--- config.mk ---
export PLATFORM = sky130hd
export DESIGN_NAME = wws_supervisor
export DESIGN_NICKNAME = d
export VERILOG_FILES = /design/src/pkg/wws_pkg.sv /design/src/pkg/wws_edge_if.sv /design/src/rtl/wws_edge_detect.sv /design/src/rtl/wws_supervisor.sv
export SDC_FILE = /design/constraint.sdc
export NUM_CORES = 1
export LEC_CHECK = 0
export BUFFER_PORTS_ARGS = -buffer_cell sky130_fd_sc_hd__buf_2
export CAP_MARGIN = 10
export CORE_MARGIN = 8
export CORE_UTILIZATION = 61
export CTS_CLUSTER_DIAMETER = 80
export DETAILED_ROUTE_END_ITERATION = 6
export PLACE_DENSITY_LB_ADDON = 0.12
export RECOVER_POWER = 50
export SLEW_MARGIN = 20
export SYNTH_ARGS = -nofsm -noshare
export SYNTH_HDL_FRONTEND = slang
export SYNTH_SLANG_ARGS = --single-unit
--- constraint.sdc ---
create_clock -name ref_clk -period 4.85 [get_ports ref_clk]
set_input_delay 0.97 -clock ref_clk [delete_from_list [all_inputs] [get_ports ref_clk]]
set_output_delay 0.97 -clock ref_clk [all_outputs]
set_load 0.1 [all_outputs]
--- src/pkg/wws_pkg.sv ---
// Shared constants and types for the wake-up watchdog reset supervisor
package wws_pkg;

  // ----------------------------------------------------------------
  // Timebase
  // ----------------------------------------------------------------
  localparam int unsigned CLK_FREQ_HZ = 125_000_000;
  localparam int unsigned CLK_PER_US = CLK_FREQ_HZ / 1_000_000;
  // Nominal wake-up period in microseconds
  localparam int unsigned WAKE_PERIOD_US = 25_000;
  localparam int unsigned WAKE_PERIOD_CYC = WAKE_PERIOD_US * CLK_PER_US;
  // Reset delay is one eighth of the period, start delay one half
  localparam int unsigned RST_DELAY_DIV = 8;
  localparam int unsigned START_DELAY_DIV = 2;
  // Least gap the host leaves from wake-up rise to its service edge
  localparam int unsigned SERVICE_GAP_NS = 5_000;

  // ----------------------------------------------------------------
  // Values after reset
  // ----------------------------------------------------------------
  localparam logic RESET_N_RST = 1'h0;
  localparam logic WAKE_RST = 1'h0;
  localparam logic REG_ON_RST = 1'h0;
  localparam logic SYNC_RST = 1'h1;

  // ----------------------------------------------------------------
  // Sequencer states, Gray coded along the usual path
  // ----------------------------------------------------------------
  typedef enum logic [2:0] {
    ST_OFF = 3'h0,
    ST_PWRUP = 3'h1,
    ST_RSTDLY = 3'h3,
    ST_RUN = 3'h2,
    ST_WDRST = 3'h6
  } wws_state_t;

endpackage : wws_pkg

--- src/pkg/wws_edge_if.sv ---
// Carrier for the synchronised service input and its falling-edge pulse
interface wws_edge_if;
  logic sampled;
  logic fallPulse;

  modport producer (
    output sampled,
    output fallPulse
  );

  modport consumer (
    input sampled,
    input fallPulse
  );
endinterface : wws_edge_if

--- src/rtl/wws_edge_detect.sv ---
// Synchroniser and falling-edge detector for the host service input
module wws_edge_detect (
  input wire logic ref_clk,
  input wire logic sys_rst,
  input wire logic host_service_pulse_in,
  wws_edge_if.producer edge_o
);
  import wws_pkg::*;

  logic syncA_reg;
  logic syncB_reg;
  logic prev_reg;
  logic fall_reg;

  // ----------------------------------------------------------------
  // Two-stage synchroniser
  // ----------------------------------------------------------------
  always_ff @(posedge ref_clk) begin
    if (sys_rst) begin
      syncA_reg <= SYNC_RST;
      syncB_reg <= SYNC_RST;
    end else begin
      syncA_reg <= host_service_pulse_in;
      syncB_reg <= syncA_reg;
    end
  end

  // ----------------------------------------------------------------
  // Falling edge from consecutive samples
  // ----------------------------------------------------------------
  always_ff @(posedge ref_clk) begin
    if (sys_rst) begin
      prev_reg <= SYNC_RST;
      fall_reg <= 1'h0;
    end else begin
      prev_reg <= syncB_reg;
      fall_reg <= prev_reg & ~syncB_reg;
    end
  end

  assign edge_o.sampled = prev_reg;
  assign edge_o.fallPulse = fall_reg;

endmodule : wws_edge_detect

--- src/rtl/wws_supervisor.sv ---
// Wake-up generator, watchdog and reset supervisor
//
// What this block does
// - Wake-up output is a square wave, 50% duty, period from one parameter.
// - Only falling service edges count; at least one needed each wake-up period.
// - First accepted edge in a period forces wake-up low for the rest of it.
// - Further service pulses in the same period are ignored.
// - A period with no service edge ends in a reset pulse.
// - At power-up reset stays asserted until the output is in regulation.
// - Undervoltage asserts reset until it clears plus a full reset delay.
// - Supply-input-low asserts reset whatever the output voltage shows.
// - Wake-up output stays low while reset is asserted.
// - After reset releases, wait the start delay, then begin a fresh wake-up cycle.
// - Period, reset delay and start delay all derive from one setting.
// - Regulator is on while enable is high, shut down while low.
module wws_supervisor #(
  parameter int unsigned PERIOD_CYC = wws_pkg::WAKE_PERIOD_CYC,
  parameter int unsigned CNT_W = 32
) (
  input wire logic ref_clk,
  input wire logic sys_rst,
  input wire logic host_service_pulse_in,
  input wire logic regulated_output_in_reg,
  input wire logic regulated_output_low,
  input wire logic supply_input_low,
  input wire logic enableIn,
  output logic wakeupOut,
  output logic resetOutN,
  output logic regulatorOn
);
  import wws_pkg::*;

  // ----------------------------------------------------------------
  // Interval ends, all from the single period setting
  // ----------------------------------------------------------------
  localparam logic [CNT_W-1:0] PER_LAST = CNT_W'(PERIOD_CYC - 1);
  localparam logic [CNT_W-1:0] HALF_CYC = CNT_W'(PERIOD_CYC / START_DELAY_DIV);
  localparam logic [CNT_W-1:0] HALF_LAST = CNT_W'(PERIOD_CYC / START_DELAY_DIV - 1);
  localparam logic [CNT_W-1:0] RD_LAST = CNT_W'(PERIOD_CYC / RST_DELAY_DIV - 1);

  wws_edge_if edgeBus ();

  wws_state_t state_reg;
  wws_state_t state_next;
  logic [CNT_W-1:0] tick_reg;
  logic preDelay_reg;
  logic serviced_reg;
  logic wakeupOut_reg;
  logic resetOutN_reg;
  logic regulatorOn_reg;
  logic powerGood;
  logic inCycle;
  logic periodEnd;
  logic acceptEdge;
  logic stateChange;

  wws_edge_detect u_edge (
    .ref_clk(ref_clk),
    .sys_rst(sys_rst),
    .host_service_pulse_in(host_service_pulse_in),
    .edge_o(edgeBus)
  );

  // ----------------------------------------------------------------
  // Cycle conditions
  // ----------------------------------------------------------------
  assign powerGood = regulated_output_in_reg & ~regulated_output_low & ~supply_input_low;
  assign inCycle = (state_reg == ST_RUN) && !preDelay_reg;
  assign periodEnd = inCycle && (tick_reg == PER_LAST);
  assign acceptEdge = inCycle && edgeBus.fallPulse && !serviced_reg;
  assign stateChange = (state_next != state_reg);

  // ----------------------------------------------------------------
  // Sequencer
  // ----------------------------------------------------------------
  always_comb begin
    state_next = state_reg;
    if (!enableIn) begin
      state_next = ST_OFF;
    end else begin
      case (state_reg)
        ST_OFF: begin
          state_next = ST_PWRUP;
        end
        ST_PWRUP: begin
          if (powerGood) begin
            state_next = ST_RSTDLY;
          end
        end
        ST_RSTDLY: begin
          if (!powerGood) begin
            state_next = ST_PWRUP;
          end else if (tick_reg == RD_LAST) begin
            state_next = ST_RUN;
          end
        end
        ST_RUN: begin
          if (!powerGood) begin
            state_next = ST_PWRUP;
          end else if (periodEnd && !serviced_reg && !edgeBus.fallPulse) begin
            state_next = ST_WDRST;
          end
        end
        ST_WDRST: begin
          if (!powerGood) begin
            state_next = ST_PWRUP;
          end else if (tick_reg == RD_LAST) begin
            state_next = ST_RUN;
          end
        end
        default: begin
          state_next = ST_OFF;
        end
      endcase
    end
  end

  always_ff @(posedge ref_clk) begin
    if (sys_rst) begin
      state_reg <= ST_OFF;
    end else begin
      state_reg <= state_next;
    end
  end

  // ----------------------------------------------------------------
  // Single tick counter shared by every interval
  // ----------------------------------------------------------------
  always_ff @(posedge ref_clk) begin
    if (sys_rst) begin
      tick_reg <= '0;
    end else if (stateChange) begin
      tick_reg <= '0;
    end else if (state_reg == ST_RUN) begin
      if ((preDelay_reg && tick_reg == HALF_LAST) || periodEnd) begin
        tick_reg <= '0;
      end else begin
        tick_reg <= tick_reg + CNT_W'(1);
      end
    end else if (state_reg == ST_RSTDLY || state_reg == ST_WDRST) begin
      tick_reg <= tick_reg + CNT_W'(1);
    end else begin
      tick_reg <= '0;
    end
  end

  // ----------------------------------------------------------------
  // Start delay after reset release
  // ----------------------------------------------------------------
  always_ff @(posedge ref_clk) begin
    if (sys_rst) begin
      preDelay_reg <= 1'h1;
    end else if (state_next != ST_RUN) begin
      preDelay_reg <= 1'h1;
    end else if (preDelay_reg && tick_reg == HALF_LAST) begin
      preDelay_reg <= 1'h0;
    end
  end

  // ----------------------------------------------------------------
  // Service flag for the current wake-up period
  // ----------------------------------------------------------------
  always_ff @(posedge ref_clk) begin
    if (sys_rst) begin
      serviced_reg <= 1'h0;
    end else if (state_next != ST_RUN || periodEnd || preDelay_reg) begin
      serviced_reg <= 1'h0;
    end else if (acceptEdge) begin
      serviced_reg <= 1'h1;
    end
  end

  // ----------------------------------------------------------------
  // Registered outputs
  // ----------------------------------------------------------------
  always_ff @(posedge ref_clk) begin
    if (sys_rst) begin
      wakeupOut_reg <= WAKE_RST;
    end else begin
      // High in the first half of a period, cut short by service, low in reset
      wakeupOut_reg <= inCycle && (state_next == ST_RUN) && !periodEnd && (tick_reg < HALF_CYC)
                       && !serviced_reg && !acceptEdge;
    end
  end

  always_ff @(posedge ref_clk) begin
    if (sys_rst) begin
      resetOutN_reg <= RESET_N_RST;
    end else begin
      resetOutN_reg <= (state_next == ST_RUN);
    end
  end

  always_ff @(posedge ref_clk) begin
    if (sys_rst) begin
      regulatorOn_reg <= REG_ON_RST;
    end else begin
      regulatorOn_reg <= enableIn;
    end
  end

  assign wakeupOut = wakeupOut_reg;
  assign resetOutN = resetOutN_reg;
  assign regulatorOn = regulatorOn_reg;

endmodule : wws_supervisor

Yosys cells after proc, flatten, opt, wreduce, memory -nomap -nowiden
Cells that the tools add are included.

storage, ports and cells
  register bits = 44
  input bits = 7
  output and inout port bits = 3
  word-level logic and storage cells = 65

operators by class
  add/subtract/negate cells = 1
  magnitude comparators = 1
  eq/ne operators = 10
  muxes and demuxes = 10
  bitwise logic cells = 6
  reductions and logical operators = 26

operator list
  kind                                                           number
  two-way mux 32 bit                                             3
  adder 32 x 1 -> 32 bit (second input constant)                 1
  == test 32 x 19 -> 1 bit (second input constant)               1
  == test 32 x 21 -> 1 bit (second input constant)               1
  == test 32 x 22 -> 1 bit (second input constant)               1
  less-than comparator 32 x 21 -> 1 bit (second input constant)  1
  two-way mux 3 bit                                              6
  logical AND 1 bit                                              12
  case mux 3 bit (4 select lines)                                1
  == test 3 x 2 -> 1 bit (second input constant)                 3
  OR reduction 2 bit                                             4
  zero test 1 bit                                                5
  logical OR 1 bit                                               4
  AND 1 bit                                                      3
  == test 3 x 1 -> 1 bit (second input constant)                 1
  == test 3 bit (second input constant)                          1
  zero test 3 bit                                                1
  inequality test 3 x 2 -> 1 bit (second input constant)         1
  inequality test 3 bit                                          1
  NOT 1 bit                                                      3

Depth between registers and ports, before layout
  depth in word-level cells = 15
  depth in mapped cells = 7
  mapped depth without buffers = 6

Modules after synthesis
A second synthesis with hierarchy kept.

unflattened totals
  cell total of the unflattened synthesis = 240
  area total of the unflattened synthesis = 2,129.5 um2

modules (own cells, without submodules)
  module           instances  cells an instance  area each (um2)  sequential area each (um2)
  wws_supervisor   1          232                2,023.2          800.8
  wws_edge_detect  1          8                  106.4            80.1

Worst setup path after synthesis
No wires, ideal clock.

  kind = register -> register
  start = register tick_reg[20]
  end = register tick_reg[14]
  library setup time = 0.130 ns
  arrival time = 2.279 ns
  data required time = 4.720 ns
  setup slack = 2.441 ns
  stages on the path, launching flop included = 7
  path buffers = 1
  clock period less this slack = 2.409 ns
  cells stage by stage = dfxtp_1 > or4b_1 > or4_1 > or3_4 > a211oi_4 > buf_6 > nor3_1

between the ends
  word-level cells in the longest chain between the ends = 10
  elaborated cells between the ends (all ways) = 18
  those cells by class = 4 x eq/ne; 8 x mux; 6 x reduce/logical

ends and longest elaborated chain
  item                             RTL line               RTL
  from (decl)                      wws_supervisor.sv:45   logic [CNT_W-1:0] tick_reg;
  from (signal assigned)           wws_supervisor.sv:138  tick_reg <= tick_reg + CNT_W'(1);
  from (signal assigned)           wws_supervisor.sv:141  tick_reg <= tick_reg + CNT_W'(1);
  == test 32 x 22 -> 1 bit         wws_supervisor.sv:69   assign periodEnd = inCycle && (tick_reg == PER_LAST);
  logical AND 1 bit                wws_supervisor.sv:69
  logical AND 1 bit (2 in series)  wws_supervisor.sv:100  end else if (periodEnd && !serviced_reg && !edgeBus.fallPulse) begin
  two-way mux 3 bit                wws_supervisor.sv:100
  two-way mux 3 bit                wws_supervisor.sv:98   if (!powerGood) begin
  case mux 3 bit (4 select lines)  wws_supervisor.sv:81   case (state_reg)
  two-way mux 3 bit                wws_supervisor.sv:78   if (!enableIn) begin
  inequality test 3 bit            wws_supervisor.sv:71   assign stateChange = (state_next != state_reg);
  OR reduction 2 bit (no line)     --

Several ways; a longest one is shown, not always the timed one.
A chain may end at the register's enable or synchronous reset.

Worst setup path in the final report
  start = register tick_reg[20]
  end = register tick_reg[13]

The elaborated chain is that of the path after synthesis.

==> summary.txt <==
Synth
  – Netlist Area Pre-Place: 0.00221 mm²
  – Seq cells post-synth: 44
  – FFs w/ async S/R, synth: 0
  – Synth Warn #: 0
  – Yosys cell types: 51
  – Avg Cell Area, Syn: 8.45 µm²
  – Mapped Cells: 262
  – Leading register cell type out of synthesis: dfxtp_1
  – EDFF count, synth: 0
  – Sequential element share of the synthesized area: 0.398
  – Synthesized Nets: 271

Worst setup path
  – WS Path Type: flop to flop
  – Critical Path, Cell by Cell: or4b_1 > or4_1 > or3_4 > a211oi_4 > nor4_1
  – WP buf/inv: 0
  – Worst setup EP type: flop
  – Flop-to-flop setup slack: 2.04 ns
  – Critical path's slowest cell: a211oi_4
  – Worst EP required: 5.07 ns
  – R2r startpoint: tick_reg[20]$_SDFF_PP0_
  – Crit Path Max Fanout: 17
  – Terminus of the critical flop-to-flop path: tick_reg[13]$_SDFF_PP0_
  – R2R depth: 5
  – Cell family with most CP delay: simple AND/OR/NAND/NOR gates
  – Max incr delay on CP: 0.70 ns
  – Startpoint class of the critical path: flop
  – Crit path DAT: 3.03 ns

CTS
  – CTS H-tree lvls: 2
  – Clock-pin slew on the worst setup and hold paths: 0.12 ns
  – Num CTS Buffers: 5
  – Root buf cell: clkbuf_4
  – Post-CTS setup buffers: 0
  – Clk buf depth: 2
  – CTS tree: done
  – Clk sinks: 44
  – Clk Latency, worst-skew pair: 0.37 ns
  – Post-CTS Hold Buffers: 0
  – Post-CTS Resized: 0

Timing
  – Tcrit/Tclk final: 0.580
  – Fin Hold WS: 0.421 ns
  – Max-slew violations: 0
  – # setup viols final: 0
  – Max transition margin: 0.222
  – Clock Skews: 0.00841 ns
  – Final Critical Period: 2.81 ns
  – Final Hold Vio Count: 0
  – Worst-margin pin slew: 1.17 ns
  – Max Clock Freq: 0.355 GHz
  – Final TNS setup: 0 ns
  – RSZ-0062 raised after global routing: false

Finish
  – Fill count: 321
  – Fin cells: 317
  – Ant. Diodes: 0
  – Area Growth Syn to Fin: 5.14%
  – Largest register FFs: 32
  – Layout Nets: 277
  – Final Util: 0.650
  – Area of the multi-input gates: 0.00125 mm²
  – Ratio of cells with drive above 1 in the final layout: 0.0781
  – Register area: 881 µm²
  – Commonest non-fill, non-tap cell in the layout: dfxtp_1
  – Most frequent cells in the layout: dfxtp_1 (44), nor3_1 (27), nor2_1 (22)

Floorplanning
  – Core ar.: 0.00358 mm²
  – Starting Density: 0.619
  – Top-Level Pins: 10
  – Std-Cell Rows: 22
  – Chip height: 76.2 µm
  – Die ar.: 0.00581 mm²
  – Die width: 76.2 µm

Drt
  – Via/cell ratio: 5.96
  – Drt first-iter violations: 146
  – DR WL/cell: 14.2 µm
  – DRC: 0
  – First-pass DRT Iterations: 4
  – WL final: 4490 µm
  – Via count: 1890
  – Antenna Nets Post-Route: 0

Global route
  – Overall Global Routing Usage: 0.161
  – Initial antenna violation count: 0
  – First-pass GRT wire length: 7860 µm
  – Grt total ovfl: 0
  – Vias in the first global route: 1738
  – Pin count of the biggest net entering global routing: 20

Hold path
  – Worst hold endpoint: u_edge.edge_o.fallPulse$_SDFF_PP0_
  – WHS Path Cells: 2
  – HP Start: u_edge.edge_o.sampled$_SDFF_PP1_
  – Worst min path class: flop to flop

Place
  – DP HPWL: 3250 µm
  – Placer Congestion: 0.846
  – I/O Buffers: 9
  – Placed Instances: 309

Power
  – Peak supply drop: 219 µV
  – Leak Pwr: 0.695 nW
  – Power per cell area: 243 mW/mm²

Outcome
  – Status: finished, final reports clean

Run
  – Max-Cap Viols: 0
[cell usage after synthesis, drive strengths merged, types with 2 or more instances]
cell type / number / area [µm²]
dfxtp: 44 / 881
nor3: 27 / 135
nor2: 22 / 82.6
nand2: 18 / 67.6
xnor2: 16 / 140
nand3: 13 / 65.1
nand4: 10 / 62.6
nor4: 10 / 62.6
xor2: 10 / 87.6
inv: 9 / 33.8
and3: 8 / 51.3
clkbuf: 8 / 30.0
a21oi: 6 / 30.0
a31oi: 5 / 31.3
o21ai: 5 / 25.0
or3: 5 / 37.5
and4: 4 / 36.3
nor3b: 4 / 30.0
nand2b: 3 / 18.8
or2: 3 / 18.8
or4: 3 / 22.5
a211oi: 2 / 27.5
buf: 2 / 16.3
ha: 2 / 25.0
nor2b: 2 / 12.5
nor4b: 2 / 17.5
[how the worst max path moves through the flow]
| stage | cells past startpoint | from | slack [ns] | to |
|---|---|---|---|---|
| 6_report | 5 | tick_reg[20]$_SDFF_PP0_ | 2.04 | tick_reg[13]$_SDFF_PP0_ |
| 5_1_grt | 5 | tick_reg[13]$_SDFF_PP0_ | 1.87 | tick_reg[7]$_SDFF_PP0_ |
| 4_1_cts | 5 | tick_reg[20]$_SDFF_PP0_ | 2.04 | tick_reg[13]$_SDFF_PP0_ |
| 3_5_place_dp | 6 | regulated_output_low | 1.75 | tick_reg[13]$_SDFF_PP0_ |
| 3_3_place_gp | 6 | regulated_output_low | 1.82 | tick_reg[13]$_SDFF_PP0_ |
| 2_1_floorplan | 6 | tick_reg[20]$_SDFF_PP0_ | 2.44 | tick_reg[14]$_SDFF_PP0_ |
[worst reg2reg max path, cell delays in order, from the launching register on]
cell and delay (ns):
dfxtp_1 0.39, or4b_1 0.54, or4_1 0.50, or3_4 0.39, a211oi_4 0.70, nor4_1 0.15
[power by group]
group          leakage (nW)  total [mW]  switching [mW]  internal [mW]
clock network        0.0380       0.187           0.118         0.0691
logic                 0.302      0.0125         0.00786        0.00462
registers             0.356       0.365         0.00187          0.363
[per-layer routing]
metal | part of all wire | vias to the layer above | track usage
met5 | 0 | - | 0
met4 | 0.0042 | 0 | 0.0481
met3 | 0.048 | 4 | 0.0590
met2 | 0.46 | 32 | 0.255
met1 | 0.49 | 885 | 0.199
li1 | - | 969 | -
[cell type report]
cell class | instances | area share
timing repair buffer | 9 | 0.0167
inverter | 9 | 0.0145
clock inverter | 2 | 0.00430
clock buffer | 6 | 0.0220
tap | 48 | 0.0258
sequential | 44 | 0.378
multi-input combinational | 199 | 0.538
[logic make-up after synthesis]
group / count (synthesis) / synth area share
adders and majority gates: 2 / 0.0113
DFF: 44 / 0.398
AOI/OAI and AO/OA: 28 / 0.0893
xor gates and xnor gates: 26 / 0.103
and+or+nand+nor: 143 / 0.362
buffers and inverters: 19 / 0.0362
[through the flow]
stage / total power, mW / instance area, µm² / worst slack [ns]
global route: 0.590 / 2330 / 1.87
CTS: 0.570 / 2330 / 2.04
finish: 0.565 / 2330 / 2.04
floorplan: 0.382 / 2210 / 2.44
global placement: 0.386 / 2270 / 1.82
detailed placement: 0.386 / 2270 / 1.75
Note: power is estimated with default switching activity, not from simulation.
